### config.mk
export PLATFORM = sky130hd
export DESIGN_NAME = brc_regs
export DESIGN_NICKNAME = d
export VERILOG_FILES = /design/src/design/brc_pkg.sv /design/src/design/brc_regs.sv /design/src/design/brc_sync.sv /design/src/design/brc_shutdown.sv
export SDC_FILE = /design/constraint.sdc
export NUM_CORES = 1
export LEC_CHECK = 0
export BUFFER_PORTS_ARGS = -buffer_cell sky130_fd_sc_hd__buf_2
export CORE_AREA = 2 2 75 77
export CTS_BUF_LIST = sky130_fd_sc_hd__clkbuf_8
export DETAILED_ROUTE_END_ITERATION = 10
export DIE_AREA = 0 0 77 79
export PLACE_DENSITY = 0.81
export RECOVER_POWER = 100
export REMOVE_ABC_BUFFERS = 1
export SKIP_LAST_GASP = 1
export SLEW_MARGIN = 25
export SYNTH_ARGS = -nofsm -noshare
export SYNTH_HDL_FRONTEND = slang
export SYNTH_SLANG_ARGS = --single-unit
export TNS_END_PERCENT = 5
### constraint.sdc
create_clock -name mclk -period 2.35 [get_ports mclk]
set_clock_uncertainty 0.05 [all_clocks]
set_input_delay 0.47 -clock mclk [delete_from_list [all_inputs] [get_ports mclk]]
set_output_delay 0.47 -clock mclk [all_outputs]
set_load 0.02 [all_outputs]
### src/design/brc_pkg.sv
// shared constants for the buck rail configuration register bank
package brc_pkg;
    // register indices, chosen within the local bank
    localparam logic [1:0] ADDR_RAMP   = 2'h0;
    localparam logic [1:0] ADDR_SWCFG  = 2'h1;
    localparam logic [1:0] ADDR_ENABLE = 2'h2;
    // reset values
    localparam logic [7:0] RST_RAMP   = 8'h00;
    localparam logic [7:0] RST_SWCFG  = 8'h00;
    localparam logic [7:0] RST_ENABLE = 8'h00;
    // field positions, ramp/timing register
    localparam int SOFT_LSB  = 6;
    localparam int SHUT_LSB  = 4;
    localparam int UP_LSB    = 2;
    localparam int DN_LSB    = 0;
    // field positions, switching config register
    localparam int PHASE_LSB = 5;
    localparam int FREQ_LSB  = 2;
    localparam int DIS_LSB   = 0;
    // field positions, enable register
    localparam int EN_SYNC   = 4;
    localparam int EN_SS     = 3;
    localparam int EN_ULTRA  = 2;
    localparam int EN_SLEEP  = 1;
    localparam int EN_ACTIVE = 0;
    // writable masks: unused bits stay zero
    localparam logic [7:0] MASK_RAMP   = 8'hff;
    localparam logic [7:0] MASK_SWCFG  = 8'h7f;
    localparam logic [7:0] MASK_ENABLE = 8'h1f;
    // shutdown period in microseconds per code, and cycles at mclk
    localparam int CLK_MHZ      = 10;
    localparam int SHUT_US_C0   = 4000;
    localparam int SHUT_US_C1   = 2000;
    localparam int SHUT_US_C2   = 1000;
    localparam int SHUT_US_C3   = 500;
    localparam int SHUT_CYC_C0  = SHUT_US_C0 * CLK_MHZ;
    localparam int SHUT_CYC_C1  = SHUT_US_C1 * CLK_MHZ;
    localparam int SHUT_CYC_C2  = SHUT_US_C2 * CLK_MHZ;
    localparam int SHUT_CYC_C3  = SHUT_US_C3 * CLK_MHZ;
    localparam int CNT_W        = 16;
    // shutdown option code that bypasses the timed period
    localparam logic [1:0] SHUT_OPT_NONE = 2'b11;
    typedef enum logic [1:0] {
        PS_ON,
        PS_WAIT_OFF,
        PS_COUNT,
        PS_STANDBY
    } brc_pstate_type;
endpackage

### src/design/brc_regs.sv
// buck rail configuration registers with shutdown sequencing
// How it works
// - rail a soft-start time from ramp bits 7:6, 4/2/1/0.5 ms.
// - rail a shutdown period from ramp bits 5:4, 4/2/1/0.5 ms.
// - shutdown period applies only for shutdown option codes 00, 01, 10.
// - after chip enable falls, count starts when last rail is off.
// - period expiry moves state machine to standby, then reset.
// - ramp-up slew from ramp bits 3:2, 2/4/8/16 mV/us.
// - ramp-down slew from ramp bits 1:0, 2/4/8/16 mV/us.
// - phase offset 0/90/180/270 deg from config bits 6:5 when sync on.
// - switching frequency from config bits 4:2, eight codes.
// - discharge strength from config bits 1:0: off, slow, medium, fast.
// - rail b phase sync enabled by enable bit 4.
// - rail b spread spectrum in pulse-frequency mode by enable bit 3.
// - rail b ultrasonic mode by enable bit 2.
// - rail b kept on in sleep by enable bit 1.
// - rail b kept on in active by enable bit 0.
`timescale 1ns/1ps
`default_nettype none
module brc_regs
(
    input  wire logic       mclk,
    input  wire logic       sys_rst,
    input  wire logic       ce,
    input  wire logic       reg_wr,
    input  wire logic       reg_rd,
    input  wire logic [1:0] reg_addr,
    input  wire logic [7:0] reg_wdata,
    output var  logic [7:0] reg_rdata_r,
    input  wire logic       chip_enable_input,
    input  wire logic       rails_all_off,
    input  wire logic [1:0] shutdown_option,
    input  wire logic       sleep_state,
    output var  logic [1:0] rail_a_soft_start_time,
    output var  logic [1:0] rail_a_shutdown_period,
    output var  logic [1:0] rail_a_ramp_up_rate,
    output var  logic [1:0] rail_a_ramp_down_rate,
    output var  logic [1:0] rail_a_phase_offset,
    output var  logic [2:0] rail_a_switch_frequency,
    output var  logic [1:0] rail_a_discharge_strength,
    output var  logic       rail_b_phase_sync_on,
    output var  logic       rail_b_spread_spectrum_on,
    output var  logic       rail_b_ultrasonic_on,
    output var  logic       rail_b_on_in_sleep,
    output var  logic       rail_b_on_in_active,
    output var  logic       rail_b_run_r,
    output var  logic       pwr_standby_r,
    output var  logic       pwr_reset_req_r
);
    logic [7:0] rail_a_ramp_timing_r;
    logic [7:0] rail_a_switching_config_r;
    logic [7:0] rail_b_enable_flags_r;
    logic       chip_en_s;
    logic       rails_off_s;
    logic       sleep_s;

    brc_sync u_sync_en
    (
        .mclk    (mclk),
        .sys_rst (sys_rst),
        .ce      (ce),
        .din     (chip_enable_input),
        .dout    (chip_en_s)
    );

    brc_sync u_sync_off
    (
        .mclk    (mclk),
        .sys_rst (sys_rst),
        .ce      (ce),
        .din     (rails_all_off),
        .dout    (rails_off_s)
    );

    brc_sync u_sync_slp
    (
        .mclk    (mclk),
        .sys_rst (sys_rst),
        .ce      (ce),
        .din     (sleep_state),
        .dout    (sleep_s)
    );

    // register writes; masks drop unused bits
    always_ff @(posedge mclk or posedge sys_rst)
    begin
        if (sys_rst)
        begin
            rail_a_ramp_timing_r      <= brc_pkg::RST_RAMP;
            rail_a_switching_config_r <= brc_pkg::RST_SWCFG;
            rail_b_enable_flags_r     <= brc_pkg::RST_ENABLE;
        end
        else if (ce && reg_wr)
        begin
            unique case (reg_addr)
                brc_pkg::ADDR_RAMP:
                    rail_a_ramp_timing_r      <= reg_wdata & brc_pkg::MASK_RAMP;
                brc_pkg::ADDR_SWCFG:
                    rail_a_switching_config_r <= reg_wdata & brc_pkg::MASK_SWCFG;
                brc_pkg::ADDR_ENABLE:
                    rail_b_enable_flags_r     <= reg_wdata & brc_pkg::MASK_ENABLE;
                default:
                    ;
            endcase
        end
    end

    // register reads; unmapped index returns zero
    always_ff @(posedge mclk or posedge sys_rst)
    begin
        if (sys_rst)
            reg_rdata_r <= 8'h00;
        else if (ce && reg_rd)
        begin
            unique case (reg_addr)
                brc_pkg::ADDR_RAMP:   reg_rdata_r <= rail_a_ramp_timing_r;
                brc_pkg::ADDR_SWCFG:  reg_rdata_r <= rail_a_switching_config_r;
                brc_pkg::ADDR_ENABLE: reg_rdata_r <= rail_b_enable_flags_r;
                default:              reg_rdata_r <= 8'h00;
            endcase
        end
    end

    // field decode: outputs are register bits directly
    always_comb
    begin
        rail_a_soft_start_time    = rail_a_ramp_timing_r[brc_pkg::SOFT_LSB +: 2];
        rail_a_shutdown_period    = rail_a_ramp_timing_r[brc_pkg::SHUT_LSB +: 2];
        rail_a_ramp_up_rate       = rail_a_ramp_timing_r[brc_pkg::UP_LSB +: 2];
        rail_a_ramp_down_rate     = rail_a_ramp_timing_r[brc_pkg::DN_LSB +: 2];
        rail_a_phase_offset       = rail_a_switching_config_r[brc_pkg::PHASE_LSB +: 2];
        rail_a_switch_frequency   = rail_a_switching_config_r[brc_pkg::FREQ_LSB +: 3];
        rail_a_discharge_strength = rail_a_switching_config_r[brc_pkg::DIS_LSB +: 2];
        rail_b_phase_sync_on      = rail_b_enable_flags_r[brc_pkg::EN_SYNC];
        rail_b_spread_spectrum_on = rail_b_enable_flags_r[brc_pkg::EN_SS];
        rail_b_ultrasonic_on      = rail_b_enable_flags_r[brc_pkg::EN_ULTRA];
        rail_b_on_in_sleep        = rail_b_enable_flags_r[brc_pkg::EN_SLEEP];
        rail_b_on_in_active       = rail_b_enable_flags_r[brc_pkg::EN_ACTIVE];
    end

    always_ff @(posedge mclk or posedge sys_rst)
    begin
        if (sys_rst)
            rail_b_run_r <= 1'b0;
        else if (ce)
            rail_b_run_r <= chip_en_s &&
                (sleep_s ? rail_b_enable_flags_r[brc_pkg::EN_SLEEP]
                         : rail_b_enable_flags_r[brc_pkg::EN_ACTIVE]);
    end

    brc_shutdown u_shut
    (
        .mclk          (mclk),
        .sys_rst       (sys_rst),
        .ce            (ce),
        .chip_en       (chip_en_s),
        .rails_all_off (rails_off_s),
        .shut_code     (rail_a_ramp_timing_r[brc_pkg::SHUT_LSB +: 2]),
        .shut_option   (shutdown_option),
        .standby_r     (pwr_standby_r),
        .reset_req_r   (pwr_reset_req_r)
    );
endmodule // brc_regs
`default_nettype wire

### src/design/brc_sync.sv
// two-flop synchroniser for a pin-level input
`timescale 1ns/1ps
`default_nettype none
module brc_sync
(
    input  wire logic mclk,
    input  wire logic sys_rst,
    input  wire logic ce,
    input  wire logic din,
    output var  logic dout
);
    logic meta_r;

    always_ff @(posedge mclk or posedge sys_rst)
    begin
        if (sys_rst)
        begin
            meta_r <= 1'b0;
            dout   <= 1'b0;
        end
        else if (ce)
        begin
            meta_r <= din;
            dout   <= meta_r;
        end
    end
endmodule // brc_sync
`default_nettype wire

### src/design/brc_shutdown.sv
// shutdown period timer and power state sequencing
`timescale 1ns/1ps
`default_nettype none
module brc_shutdown
(
    input  wire logic       mclk,
    input  wire logic       sys_rst,
    input  wire logic       ce,
    input  wire logic       chip_en,
    input  wire logic       rails_all_off,
    input  wire logic [1:0] shut_code,
    input  wire logic [1:0] shut_option,
    output var  logic       standby_r,
    output var  logic       reset_req_r
);
    brc_pkg::brc_pstate_type state_r;
    logic [brc_pkg::CNT_W-1:0] cnt_r;
    logic                      chip_en_d_r;
    logic [brc_pkg::CNT_W-1:0] load_val;
    logic                      timed;

    always_comb
    begin
        unique case (shut_code)
            2'h0: load_val = brc_pkg::CNT_W'(brc_pkg::SHUT_CYC_C0 - 1);
            2'h1: load_val = brc_pkg::CNT_W'(brc_pkg::SHUT_CYC_C1 - 1);
            2'h2: load_val = brc_pkg::CNT_W'(brc_pkg::SHUT_CYC_C2 - 1);
            2'h3: load_val = brc_pkg::CNT_W'(brc_pkg::SHUT_CYC_C3 - 1);
        endcase
    end

    assign timed = (shut_option != brc_pkg::SHUT_OPT_NONE);

    // resets low like the synchroniser, so release never shows a false falling edge
    always_ff @(posedge mclk or posedge sys_rst)
    begin
        if (sys_rst)
            chip_en_d_r <= 1'b0;
        else if (ce)
            chip_en_d_r <= chip_en;
    end

    always_ff @(posedge mclk or posedge sys_rst)
    begin
        if (sys_rst)
        begin
            state_r     <= brc_pkg::PS_ON;
            cnt_r       <= '0;
            standby_r   <= 1'b0;
            reset_req_r <= 1'b0;
        end
        else if (ce)
        begin
            reset_req_r <= 1'b0;
            unique case (state_r)
                brc_pkg::PS_ON:
                begin
                    standby_r <= 1'b0;
                    if (chip_en_d_r && !chip_en)
                        state_r <= brc_pkg::PS_WAIT_OFF;
                end
                brc_pkg::PS_WAIT_OFF:
                begin
                    if (rails_all_off && timed)
                    begin
                        cnt_r   <= load_val;
                        state_r <= brc_pkg::PS_COUNT;
                    end
                    else if (rails_all_off)
                        state_r <= brc_pkg::PS_ON;
                end
                brc_pkg::PS_COUNT:
                begin
                    if (cnt_r == '0)
                    begin
                        standby_r <= 1'b1;
                        state_r   <= brc_pkg::PS_STANDBY;
                    end
                    else
                        cnt_r <= cnt_r - 1'b1;
                end
                brc_pkg::PS_STANDBY:
                begin
                    reset_req_r <= 1'b1;
                    standby_r   <= 1'b0;
                    state_r     <= brc_pkg::PS_ON;
                end
            endcase
        end
    end
endmodule // brc_shutdown
`default_nettype wire

==> flow_metrics.env, run 1 <==
export IMPL_clk_pin_slew_ns=0.10
export IMPL_num_io_pins=51
export IMPL_nNetsFinal=367
export IMPL_rrSetupSlack_ns=0.08
export IMPL_synth_ff_latch_count=56
export IMPL_slew_headroom_pct=30.62
export IMPL_vdd_ir_drop_max_mv=0.5803
export IMPL_synth_ff_type="dfrtp_1"
export IMPL_grt_max_degree=26
export IMPL_grt_pass1_vias=2452
export IMPL_yosys_cell_types_count=51
export IMPL_async_flop_share_pct=100.0
export IMPL_grt_util_all_layers_pct=23.14
export IMPL_p_per_area_nw_per_um2=977.4
export IMPL_period_share_pct=96.59
export IMPL_r2r_end="u_shut.cnt_r[13]$_DFFE_PP0P_"
export IMPL_ys_warn_count=0
export IMPL_layout_common_cells="dfrtp_1, clkbuf_1, mux2_2, nor2_1"
export IMPL_hpwl_um=4993
export IMPL_drv_cap=0
export IMPL_layout_drive_gt1_share_pct=19.88
export IMPL_ctsHoldBuffers=0
export IMPL_fin_util_pct=63.29
export IMPL_antenna_found_initial=0
export IMPL_setup_viol=0
export IMPL_cts_setup_buffers=0
export IMPL_grt_pass1_wl_um=11290
export IMPL_clock_path_buffers=2
export IMPL_drt_pass1_iterations=5
export IMPL_initial_core_util_pct=55.58
export IMPL_die_y_um=79
export IMPL_num_rows=27
export IMPL_via_per_inst=6.029
export IMPL_synthTopCellsByArea="dfrtp_1, mux2_2, ha_1"
export IMPL_final_common_cell="dfrtp_1"
export IMPL_clockRootBuffer="clkbuf_8"
export IMPL_end_kind="flop"
export IMPL_synth_top_area_share_pct=47.24
export IMPL_dp_cells=401
export IMPL_clk_insertion_delay_late_ns=0.31
export IMPL_period_needed_ns=2.270
export IMPL_holdWs_ns=0.2532
export IMPL_vias=2466
export IMPL_h_tree_depth=2
export IMPL_wl_per_cell_um=16.47
export IMPL_p_leak_nw=1.447
export IMPL_die_width_um=77
export IMPL_coreArea_um2=5338
export IMPL_status="finished, final reports clean"
export IMPL_r2r_start="u_shut.cnt_r[0]$_DFFE_PP0P_"
export IMPL_die_area_um2=6083
export IMPL_reg2reg_depth=6
export IMPL_max_freq_ghz=0.4406
export IMPL_diodes=0
export IMPL_crit_fanout=10
export IMPL_synth_edf_count=0
export IMPL_hold_viol_final=0
export IMPL_synthCells=282
export IMPL_drt_initial_drc_count=254
export IMPL_clkSinkCount=56
export IMPL_overflow=0
export IMPL_area_growth_pct=13.88
export IMPL_slew_violations=0
export IMPL_cp_arrival_ns=2.39
export IMPL_portBuffers=50
export IMPL_synthesis_area_um2=2967
export IMPL_yosys_area_top_type="dfrtp_1"
export IMPL_worst_pin_slew_ns=1.041
export IMPL_drtAntennaViolNets=0
export IMPL_hp_class="in -> async"
export IMPL_fin_cells=409
export IMPL_cts_buffers=5
export IMPL_cts_tree="done"
export IMPL_drc=0
export IMPL_crit_type="reg -> reg"
export IMPL_cp_start_kind="flop"
export IMPL_required_ns=2.47
export IMPL_routed_wl_um=6738
export IMPL_gp_congestion=0.9096
export IMPL_yosysSeqAreaShare_pct=47.24
export IMPL_syn_mean_instance_area_um2=10.52
export IMPL_rsz0062_at_grt="true"
==> metrics by stage <==
stage	area, µm²	worst slack, ns	TNS [ns]	total power (W)
after floorplan	2899	-0.2775	-0.2775	0.002257
after global placement	3322	0.2264	0	0.002639
after detailed placement	3322	0.1037	0	0.002681
after CTS	3437	0.1060	0	0.003325
after global routing	3378	-0.06416	-0.3129	0.003502
final	3378	0.08023	0	0.003302
==> how the worst max path moves through the flow <==
stage	startpoint	endpoint	slack (ns)	cells past startpoint
6_report	u_shut.cnt_r[0]$_DFFE_PP0P_	u_shut.cnt_r[13]$_DFFE_PP0P_	0.08	6
5_1_grt	u_shut.cnt_r[0]$_DFFE_PP0P_	u_shut.cnt_r[13]$_DFFE_PP0P_	-0.06	6
4_1_cts	u_shut.cnt_r[0]$_DFFE_PP0P_	u_shut.cnt_r[12]$_DFFE_PP0P_	0.11	6
3_5_place_dp	u_shut.cnt_r[0]$_DFFE_PP0P_	u_shut.cnt_r[12]$_DFFE_PP0P_	0.10	6
3_3_place_gp	u_shut.cnt_r[0]$_DFFE_PP0P_	u_shut.cnt_r[12]$_DFFE_PP0P_	0.23	6
2_1_floorplan	u_shut.state_r[0]$_DFFE_PP0P_	u_shut.cnt_r[6]$_DFFE_PP0P_	-0.28	6
==> cells in the mapped netlist (all sizes together), types with 2 or more instances <==
library cell	number
o221ai	3
o21ai	19
ha	11
or3	3
nand4	2
or4	4
clkbuf	12
nor2b	3
nand2b	2
nand2	16
o31ai	2
dfrtp	56
a211oi	6
nor3	11
a21oi	11
nor4	6
a31oi	7
a22oi	3
mux2i	9
o32a	2
inv	17
o211ai	2
buf	2
o22ai	2
or4b	2
mux2	26
nand4b	2
nor4b	2
nor2	18
nand3	8
==> registers in the layout, indices dropped and copies added, names as in the netlist, named ones only <==
| signal | flops |
|---|---|
| u_sync_en.meta_r | 1 |
| rail_a_ramp_timing_r | 8 |
| u_sync_en.dout | 1 |
| u_sync_off.meta_r | 1 |
| u_sync_slp.dout | 1 |
| u_shut.standby_r | 1 |
| u_shut.chip_en_d_r | 1 |
| rail_a_switching_config_r | 7 |
| u_sync_off.dout | 1 |
| u_shut.cnt_r | 16 |
| u_shut.state_r | 1 |
| u_shut.reset_req_r | 1 |
| u_sync_slp.meta_r | 1 |
| reg_rdata_r | 8 |
| rail_b_enable_flags_r | 5 |
| rail_b_run_r | 1 |
==> worst max-delay path: stages, from the launching register on <==
cell and delay (ns):
dfrtp_1 0.43, inv_1 0.12, ha_1 0.23, nor4b_2 0.37
nand4_1 0.26, o21ai_2 0.46, o221ai_1 0.22
==> kinds of logic after synthesis <==
group | after synthesis | share of synthesized area [%]
buffers and inverters | 31 | 4.428
AO/OA/AOI/OAI | 68 | 15.48
adder cells (fa/ha/maj) | 11 | 4.639
flip-flops | 56 | 47.24
multiplexers | 35 | 12.91
AND/OR/NAND/NOR | 81 | 15.31
==> layer usage <==
metal | vias to the layer above | global-route usage [%] | share of wire (%)
met1 | 1195 | 28.07 | 43
met3 | 14 | 6.250 | 6.5
li1 | 1145 | - | -
met5 | - | 0 | 0
met4 | 0 | 5.893 | 1.7
met2 | 112 | 41.14 | 49
==> timing repair <==
action | in CTS | in global routing
endpoints found under the hold margin | 0 | 0
endpoints found under the setup margin | 0 | 9
resized for setup | 0 | 1
==> area by class of cell <==
cell class | count | area (µm²)
multi-input combinational | 195 | 1431
fill | 479 | 1959
clock inverter | 3 | 46.29
sequential | 56 | 1401
clock buffer | 5 | 68.82
timing repair buffer | 61 | 276.5
inverter | 17 | 63.81
tap | 72 | 90.09
==> power by group <==
part	internal (W)	switching, W	total [W]
clock network	0.000322	0.000334	0.000656
logic	0.000451	0.000727	0.00118
registers	0.00120	0.000264	0.00147
(Power assumes the default switching activity.)
==> run 2: changes to the inputs <==
--- a/config.mk
+++ b/config.mk
@@ -5,14 +5,16 @@
 export SDC_FILE = /design/constraint.sdc
 export NUM_CORES = 1
 export LEC_CHECK = 0
+export ABC_AREA = 1
 export BUFFER_PORTS_ARGS = -buffer_cell sky130_fd_sc_hd__buf_2
-export CORE_AREA = 2 2 75 77
+export CORE_AREA = 2 2 76 78
 export CTS_BUF_LIST = sky130_fd_sc_hd__clkbuf_8
 export DETAILED_ROUTE_END_ITERATION = 10
-export DIE_AREA = 0 0 77 79
+export DIE_AREA = 0 0 78 80
 export PLACE_DENSITY = 0.81
 export RECOVER_POWER = 100
 export REMOVE_ABC_BUFFERS = 1
+export SETUP_SLACK_MARGIN = 0.3
 export SKIP_LAST_GASP = 1
 export SLEW_MARGIN = 25
 export SYNTH_ARGS = -nofsm -noshare
==> run 2 against run 1 <==
  * Combinational power increased by 7%
  * Largest power group unchanged
  * Synthesized cell count increased by 39%
  * Largest cell class is now sequential cells
  * Sequential share of layout area decreased by 0.17 points
==> flow_metrics.env, run 2 <==
export IMPL_status="finished, final reports clean"
export IMPL_synthTopCellsByArea="dfrtp_1, nand2_1, o21ai_0"
export IMPL_portBuffers=50
export IMPL_slew_violations=0
export IMPL_crit_start="u_shut.state_r[0]$_DFFE_PP0P_"
export IMPL_synthCells=392
export IMPL_drc=0
export IMPL_top_register="u_shut.cnt_r"
export IMPL_yosys_cell_types_count=31
export IMPL_grt_pass1_vias=2660
export IMPL_layout_drive_gt1_share_pct=12.11
export IMPL_grt_use_met1_pct=28.45
export IMPL_synth_ff_type="dfrtp_1"
export IMPL_yosys_area_top_type="dfrtp_1"
export IMPL_rrSetupSlack_ns=0.33
export IMPL_gp_congestion=0.9146
export IMPL_yosys_top_cells_count="nand2_1, dfrtp_1, inv_1"
export IMPL_cpMostUsedCell="nand2_1"
export IMPL_cp_cell_sequence="inv_1 > ha_1 > nand2_4 > a21oi_1 > nand3_1 > nand2_1 > nand2_1 > nand2_1 > inv_1"
export IMPL_r2r_start="u_shut.state_r[0]$_DFFE_PP0P_"
export IMPL_cp_start_kind="flop"
export IMPL_largestRegisters="u_shut.cnt_r: 16 flops, rail_a_ramp_timing_r: 8 flops, reg_rdata_r: 8 flops"
export IMPL_clk_pin_slew_ns=0.11
export IMPL_layout_common_cells="nand2_1, dfrtp_1, inv_1, o21ai_0, clkbuf_1"
export IMPL_coreArea_um2=5405
export IMPL_async_flop_share_pct=100.0
export IMPL_wl_per_cell_um=12.64
export IMPL_period_needed_ns=2.022
export IMPL_drt_initial_drc_count=157
export IMPL_p_leak_nw=1.708
export IMPL_worst_pin_slew_ns=0.8879
export IMPL_crit_type="reg -> reg"
export IMPL_hpwl_um=4875
export IMPL_rsz0062_at_grt="false"
export IMPL_synth_ff_latch_count=56
export IMPL_vdd_ir_drop_max_mv=0.5380
export IMPL_synthesis_area_um2=3043
export IMPL_synth_top_area_share_pct=46.05
export IMPL_yosysSeqAreaShare_pct=46.05
export IMPL_clk_insertion_delay_late_ns=0.32
export IMPL_period_share_pct=86.06
export IMPL_cts_resized=0
export IMPL_grt_busiest_layer="met2"
export IMPL_nNetsFinal=476
export IMPL_overflow=0
export IMPL_syn_mean_instance_area_um2=7.763
export IMPL_die_width_um=78
export IMPL_max_stage_delay_ns=0.44
export IMPL_cts_buffers=5
export IMPL_largest_reg_flops=16
export IMPL_via_per_inst=5.212
export IMPL_fin_util_pct=62.75
export IMPL_vias=2700
export IMPL_clkSinkCount=56
export IMPL_slew_headroom_pct=40.81
export IMPL_drv_cap=0
export IMPL_hp_class="in -> async"
export IMPL_drtAntennaViolNets=0
export IMPL_num_rows=27
export IMPL_clockRootBuffer="clkbuf_8"
export IMPL_final_common_cell="nand2_1"
export IMPL_antenna_found_initial=0
export IMPL_grtUsageMet3_pct=5.204
export IMPL_cts_setup_buffers=0
export IMPL_routed_wl_um=6550
export IMPL_cp_arrival_ns=2.20
export IMPL_p_per_area_nw_per_um2=960.6
export IMPL_clock_path_buffers=2
export IMPL_synth_most_common_cell="nand2_1"
export IMPL_gr_usage_met2_pct=41.64
export IMPL_drt_pass1_iterations=4
export IMPL_end_kind="flop"
export IMPL_grt_pass1_wl_um=11630
export IMPL_required_ns=2.53
export IMPL_die_y_um=80
export IMPL_hold_viol_final=0
export IMPL_grt_max_degree=37
export IMPL_ctsHoldBuffers=0
export IMPL_initial_core_util_pct=56.30
export IMPL_grt_util_all_layers_pct=23.67
export IMPL_diodes=0
export IMPL_setup_viol=0
export IMPL_crit_path_end="u_shut.cnt_r[15]$_DFFE_PP0P_"
export IMPL_h_tree_depth=2
export IMPL_cp_slowest_cell="dfrtp_1"
export IMPL_area_growth_pct=11.47
export IMPL_cts_tree="done"
export IMPL_crit_fanout=5
export IMPL_final_setup_tns_ns=0
export IMPL_ys_warn_count=0
export IMPL_r2r_end="u_shut.cnt_r[15]$_DFFE_PP0P_"
export IMPL_max_freq_ghz=0.4944
export IMPL_die_area_um2=6240
export IMPL_reg2reg_depth=9
export IMPL_synth_edf_count=0
export IMPL_num_io_pins=51
[run 2: cell type report]
| type | count | area, µm² |
|---|---|---|
| timing repair buffer | 53 | 230.2 |
| fill | 501 | 2013 |
| inverter | 45 | 168.9 |
| clock buffer | 6 | 82.58 |
| clock inverter | 2 | 18.77 |
| sequential | 56 | 1401 |
| tap | 72 | 90.09 |
| multi-input combinational | 284 | 1400 |
[run 2: logic make-up (layout without fill, tap and decap cells)]
logic type | count (synthesis) | in the layout | synth area share, %
AOI/OAI and AO/OA | 58 | 58 | 10.36
xor gates and xnor gates | 1 | 1 | 0.2879
adders and majority gates | 11 | 11 | 4.523
buffers and inverters | 52 | 106 | 6.990
DFF | 56 | 56 | 46.05
muxes | 4 | 4 | 1.480
and+or+nand+nor | 210 | 210 | 30.30
[run 2: metrics by stage]
stage	std cells	instance area [µm²]	setup slack (ns)	power (W)	hold slack (ns)
floorplan	385	2999	0.4587	0.002369	0.3981
global placement	510	3374	0.6052	0.002704	0.4083
detailed placement	510	3374	0.5401	0.002750	0.4102
CTS	518	3476	0.4736	0.003338	0.1111
global route	518	3392	0.1734	0.003538	0.3081
finish	518	3392	0.3275	0.003258	0.2305
[run 2: worst min path at each step]
stage,cells after the start,start,end
2_1_floorplan,2,u_sync_en.meta_r$_DFFE_PP0P_,u_sync_en.dout$_DFFE_PP0P_
3_3_place_gp,2,reg_rdata_r[3]$_DFFE_PP0P_,reg_rdata_r[3]$_DFFE_PP0P_
3_5_place_dp,2,reg_rdata_r[3]$_DFFE_PP0P_,reg_rdata_r[3]$_DFFE_PP0P_
4_1_cts,2,sys_rst,rail_b_run_r$_DFFE_PP0P_
5_1_grt,2,sys_rst,rail_b_enable_flags_r[1]$_DFFE_PP0P_
6_report,2,sys_rst,rail_b_run_r$_DFFE_PP0P_
[run 2: routing by layer]
layer	routed length, µm	vias to the layer above
li1	-	1350
met1	2892	1266
met2	3208	75
met3	360	9
met4	88	0
met5	0	-
[run 2: worst max-delay path: cells and delay by family (launching register included)]
| kind | cells | cell delay, ns |
|---|---|---|
| and+or+nand+nor | 5 | 0.52 |
| DFF | 1 | 0.44 |
| AOI/OAI and AO/OA | 1 | 0.42 |
| buffers and inverters | 2 | 0.15 |
| adders and majority gates | 1 | 0.36 |
[run 2: report_power, final]
part	internal [W]	switching, W
Combinational	0.000414	0.000842
Sequential	0.00120	0.000222
Clock	0.000247	0.000338
==> run 3: changes to the inputs <==
==> constraint.sdc (replaced) <==
create_clock -name mclk -period 2.35 [get_ports mclk]
set_clock_uncertainty 0.05 [all_clocks]
set_input_delay 0.235 -clock mclk [delete_from_list [all_inputs] [get_ports mclk]]
set_output_delay 0.235 -clock mclk [all_outputs]
set_load 0.02 [all_outputs]
==> run 3 against run 2 <==
  * Clock power grew 15%
  * Sequential power is essentially flat
  * Worst setup slack gained 0.13 ns
  * Largest power group unchanged
  * Critical path type unchanged
  * Combinational power is essentially flat
  * Fmax grew 7.0%
==> flow_metrics.env, run 3 (synthesis gave the netlist of run 2 again) <==
export IMPL_diodes=0
export IMPL_final_setup_tns_ns=0
export IMPL_whs_endpoint="u_sync_off.meta_r$_DFFE_PP0P_"
export IMPL_clock_path_buffers=2
export IMPL_clk_insertion_delay_late_ns=0.31
export IMPL_layout_drive_gt1_share_pct=12.08
export IMPL_end_kind="flop"
export IMPL_p_leak_nw=1.710
export IMPL_clockRootBuffer="clkbuf_8"
export IMPL_cp_cell_sequence="inv_1 > ha_1 > nand2_1 > a21oi_2 > nand3_1 > nand2_1 > nand2_1 > nand2_1 > inv_1"
export IMPL_final_common_cell="nand2_1"
export IMPL_drv_cap=0
export IMPL_place_area_um2=3362
export IMPL_required_ns=2.51
export IMPL_largest_reg_flops=16
export IMPL_coreArea_um2=5405
export IMPL_postLayoutCellArea_um2=3415
export IMPL_setup_viol=0
export IMPL_r2r_end="u_shut.cnt_r[15]$_DFFE_PP0P_"
export IMPL_critPathBufInv=2
export IMPL_antenna_found_initial=0
export IMPL_slew_violations=0
export IMPL_seqCellArea_um2=1401
export IMPL_crit_type="reg -> reg"
export IMPL_drc=0
export IMPL_gp_congestion=0.8822
export IMPL_drt_pass1_iterations=5
export IMPL_p_per_area_nw_per_um2=974.9
export IMPL_period_share_pct=80.44
export IMPL_cts_setup_buffers=0
export IMPL_r2r_start="u_shut.state_r[0]$_DFFE_PP0P_"
export IMPL_largestRegisters="u_shut.cnt_r: 16 flops, rail_a_ramp_timing_r: 8 flops, reg_rdata_r: 8 flops"
export IMPL_overflow=0
export IMPL_grt_pass1_vias=2606
export IMPL_cts_buffers=5
export IMPL_die_width_um=78
export IMPL_clk_pin_slew_ns=0.11
export IMPL_vdd_ir_drop_max_mv=0.5087
export IMPL_area_growth_pct=12.21
export IMPL_layout_common_cells="nand2_1, dfrtp_1, o21ai_0, inv_1, clkbuf_1"
export IMPL_max_freq_ghz=0.5290
export IMPL_crit_family="simple AND/OR/NAND/NOR gates"
export IMPL_rrSetupSlack_ns=0.46
export IMPL_num_io_pins=51
export IMPL_die_area_um2=6240
export IMPL_rsz0062_at_grt="false"
export IMPL_nNetsFinal=477
export IMPL_die_y_um=80
export IMPL_cp_slowest_cell="dfrtp_1"
export IMPL_drtAntennaViolNets=0
export IMPL_grt_pass1_wl_um=11610
export IMPL_max_stage_delay_ns=0.43
export IMPL_hold_viol_final=0
export IMPL_multiInputGateArea_um2=1395
export IMPL_cpMostUsedCell="nand2_1"
export IMPL_cts_tree="done"
export IMPL_period_needed_ns=1.890
export IMPL_num_rows=27
export IMPL_hp_class="in -> reg"
export IMPL_routed_wl_um=6809
export IMPL_status="finished, final reports clean"
export IMPL_worstHoldStart="rails_all_off"
export IMPL_clkSinkCount=56
export IMPL_fill_cells=506
export IMPL_drt_initial_drc_count=200
export IMPL_grt_max_degree=24
export IMPL_portBuffers=50
export IMPL_cp_start_kind="flop"
export IMPL_initial_core_util_pct=56.30
export IMPL_wl_per_cell_um=13.12
export IMPL_grt_util_all_layers_pct=23.52
export IMPL_cp_arrival_ns=2.05
export IMPL_worstHoldPathCells=3
export IMPL_reg2reg_depth=9
export IMPL_vias=2723
export IMPL_h_tree_depth=2
export IMPL_hpwl_um=4998
export IMPL_worst_pin_slew_ns=0.8350
export IMPL_holdWs_ns=0.08630
export IMPL_top_register="u_shut.cnt_r"
export IMPL_crit_fanout=5
export IMPL_via_per_inst=5.247
export IMPL_slew_headroom_pct=44.34
[run 3: cell type report]
type	count	share of cell area [%]
clock buffer	5	2.015
clock inverter	3	1.466
inverter	45	5.057
multi-input combinational	284	40.86
sequential	56	41.04
tap	72	2.638
timing repair buffer	54	6.926
[run 3: worst register-to-register path: stages (launching register included)]
cell and delay, ns:
dfrtp_1 0.43, inv_1 0.11, ha_1 0.31, nand2_1 0.13, a21oi_2 0.33, nand3_1 0.18, nand2_1 0.11, nand2_1 0.05
nand2_1 0.06, inv_1 0.03
[run 3: per-stage QoR]
step	total power, W	cells	util (%)	setup WS (ns)
finish	0.003329	519	63.17	0.4596
global route	0.003586	519	63.17	0.2683
CTS	0.003411	519	64.58	0.3462
detailed placement	0.002739	510	62.20	0.3709
global placement	0.002686	510	62.20	0.4753
floorplan	0.002369	385	-	0.4777
[run 3: how the worst max path moves through the flow]
| stage | startpoint | to | slack, ns | cells past startpoint |
|---|---|---|---|---|
| floorplan | u_shut.state_r[0]$_DFFE_PP0P_ | u_shut.cnt_r[7]$_DFFE_PP0P_ | 0.48 | 7 |
| CTS | u_shut.state_r[0]$_DFFE_PP0P_ | u_shut.cnt_r[3]$_DFFE_PP0P_ | 0.35 | 8 |
| finish | u_shut.state_r[0]$_DFFE_PP0P_ | u_shut.cnt_r[15]$_DFFE_PP0P_ | 0.46 | 9 |
| detailed placement | u_shut.state_r[0]$_DFFE_PP0P_ | u_shut.cnt_r[3]$_DFFE_PP0P_ | 0.37 | 8 |
| global placement | u_shut.state_r[0]$_DFFE_PP0P_ | u_shut.cnt_r[4]$_DFFE_PP0P_ | 0.48 | 8 |
| global route | sys_rst | u_shut.cnt_r[9]$_DFFE_PP0P_ | 0.27 | 4 |
[run 3: what timing repair did]
action                                  CTS  global route
hold endpoints to repair                 18             0
hold buffers                              1             0
resized for setup                         0             2
endpoints found under the setup margin    0             7
[run 3: metal layers]
layer | up-vias | part of all wire [%] | GRT usage, %
li1 | 1350 | - | -
met1 | 1270 | 43 | 29.32
met2 | 98 | 50 | 41.38
met3 | 5 | 6.1 | 4.751
met4 | 0 | 0.62 | 7.018
met5 | - | 0 | 0
[run 3: power by group]
part | total [W] | leakage (nW) | switching, W | internal, W
Combinational | 0.00125 | 0.952 | 0.000846 | 0.000404
Clock | 0.000670 | 0.0607 | 0.000340 | 0.000329
Sequential | 0.00141 | 0.697 | 0.000213 | 0.00120
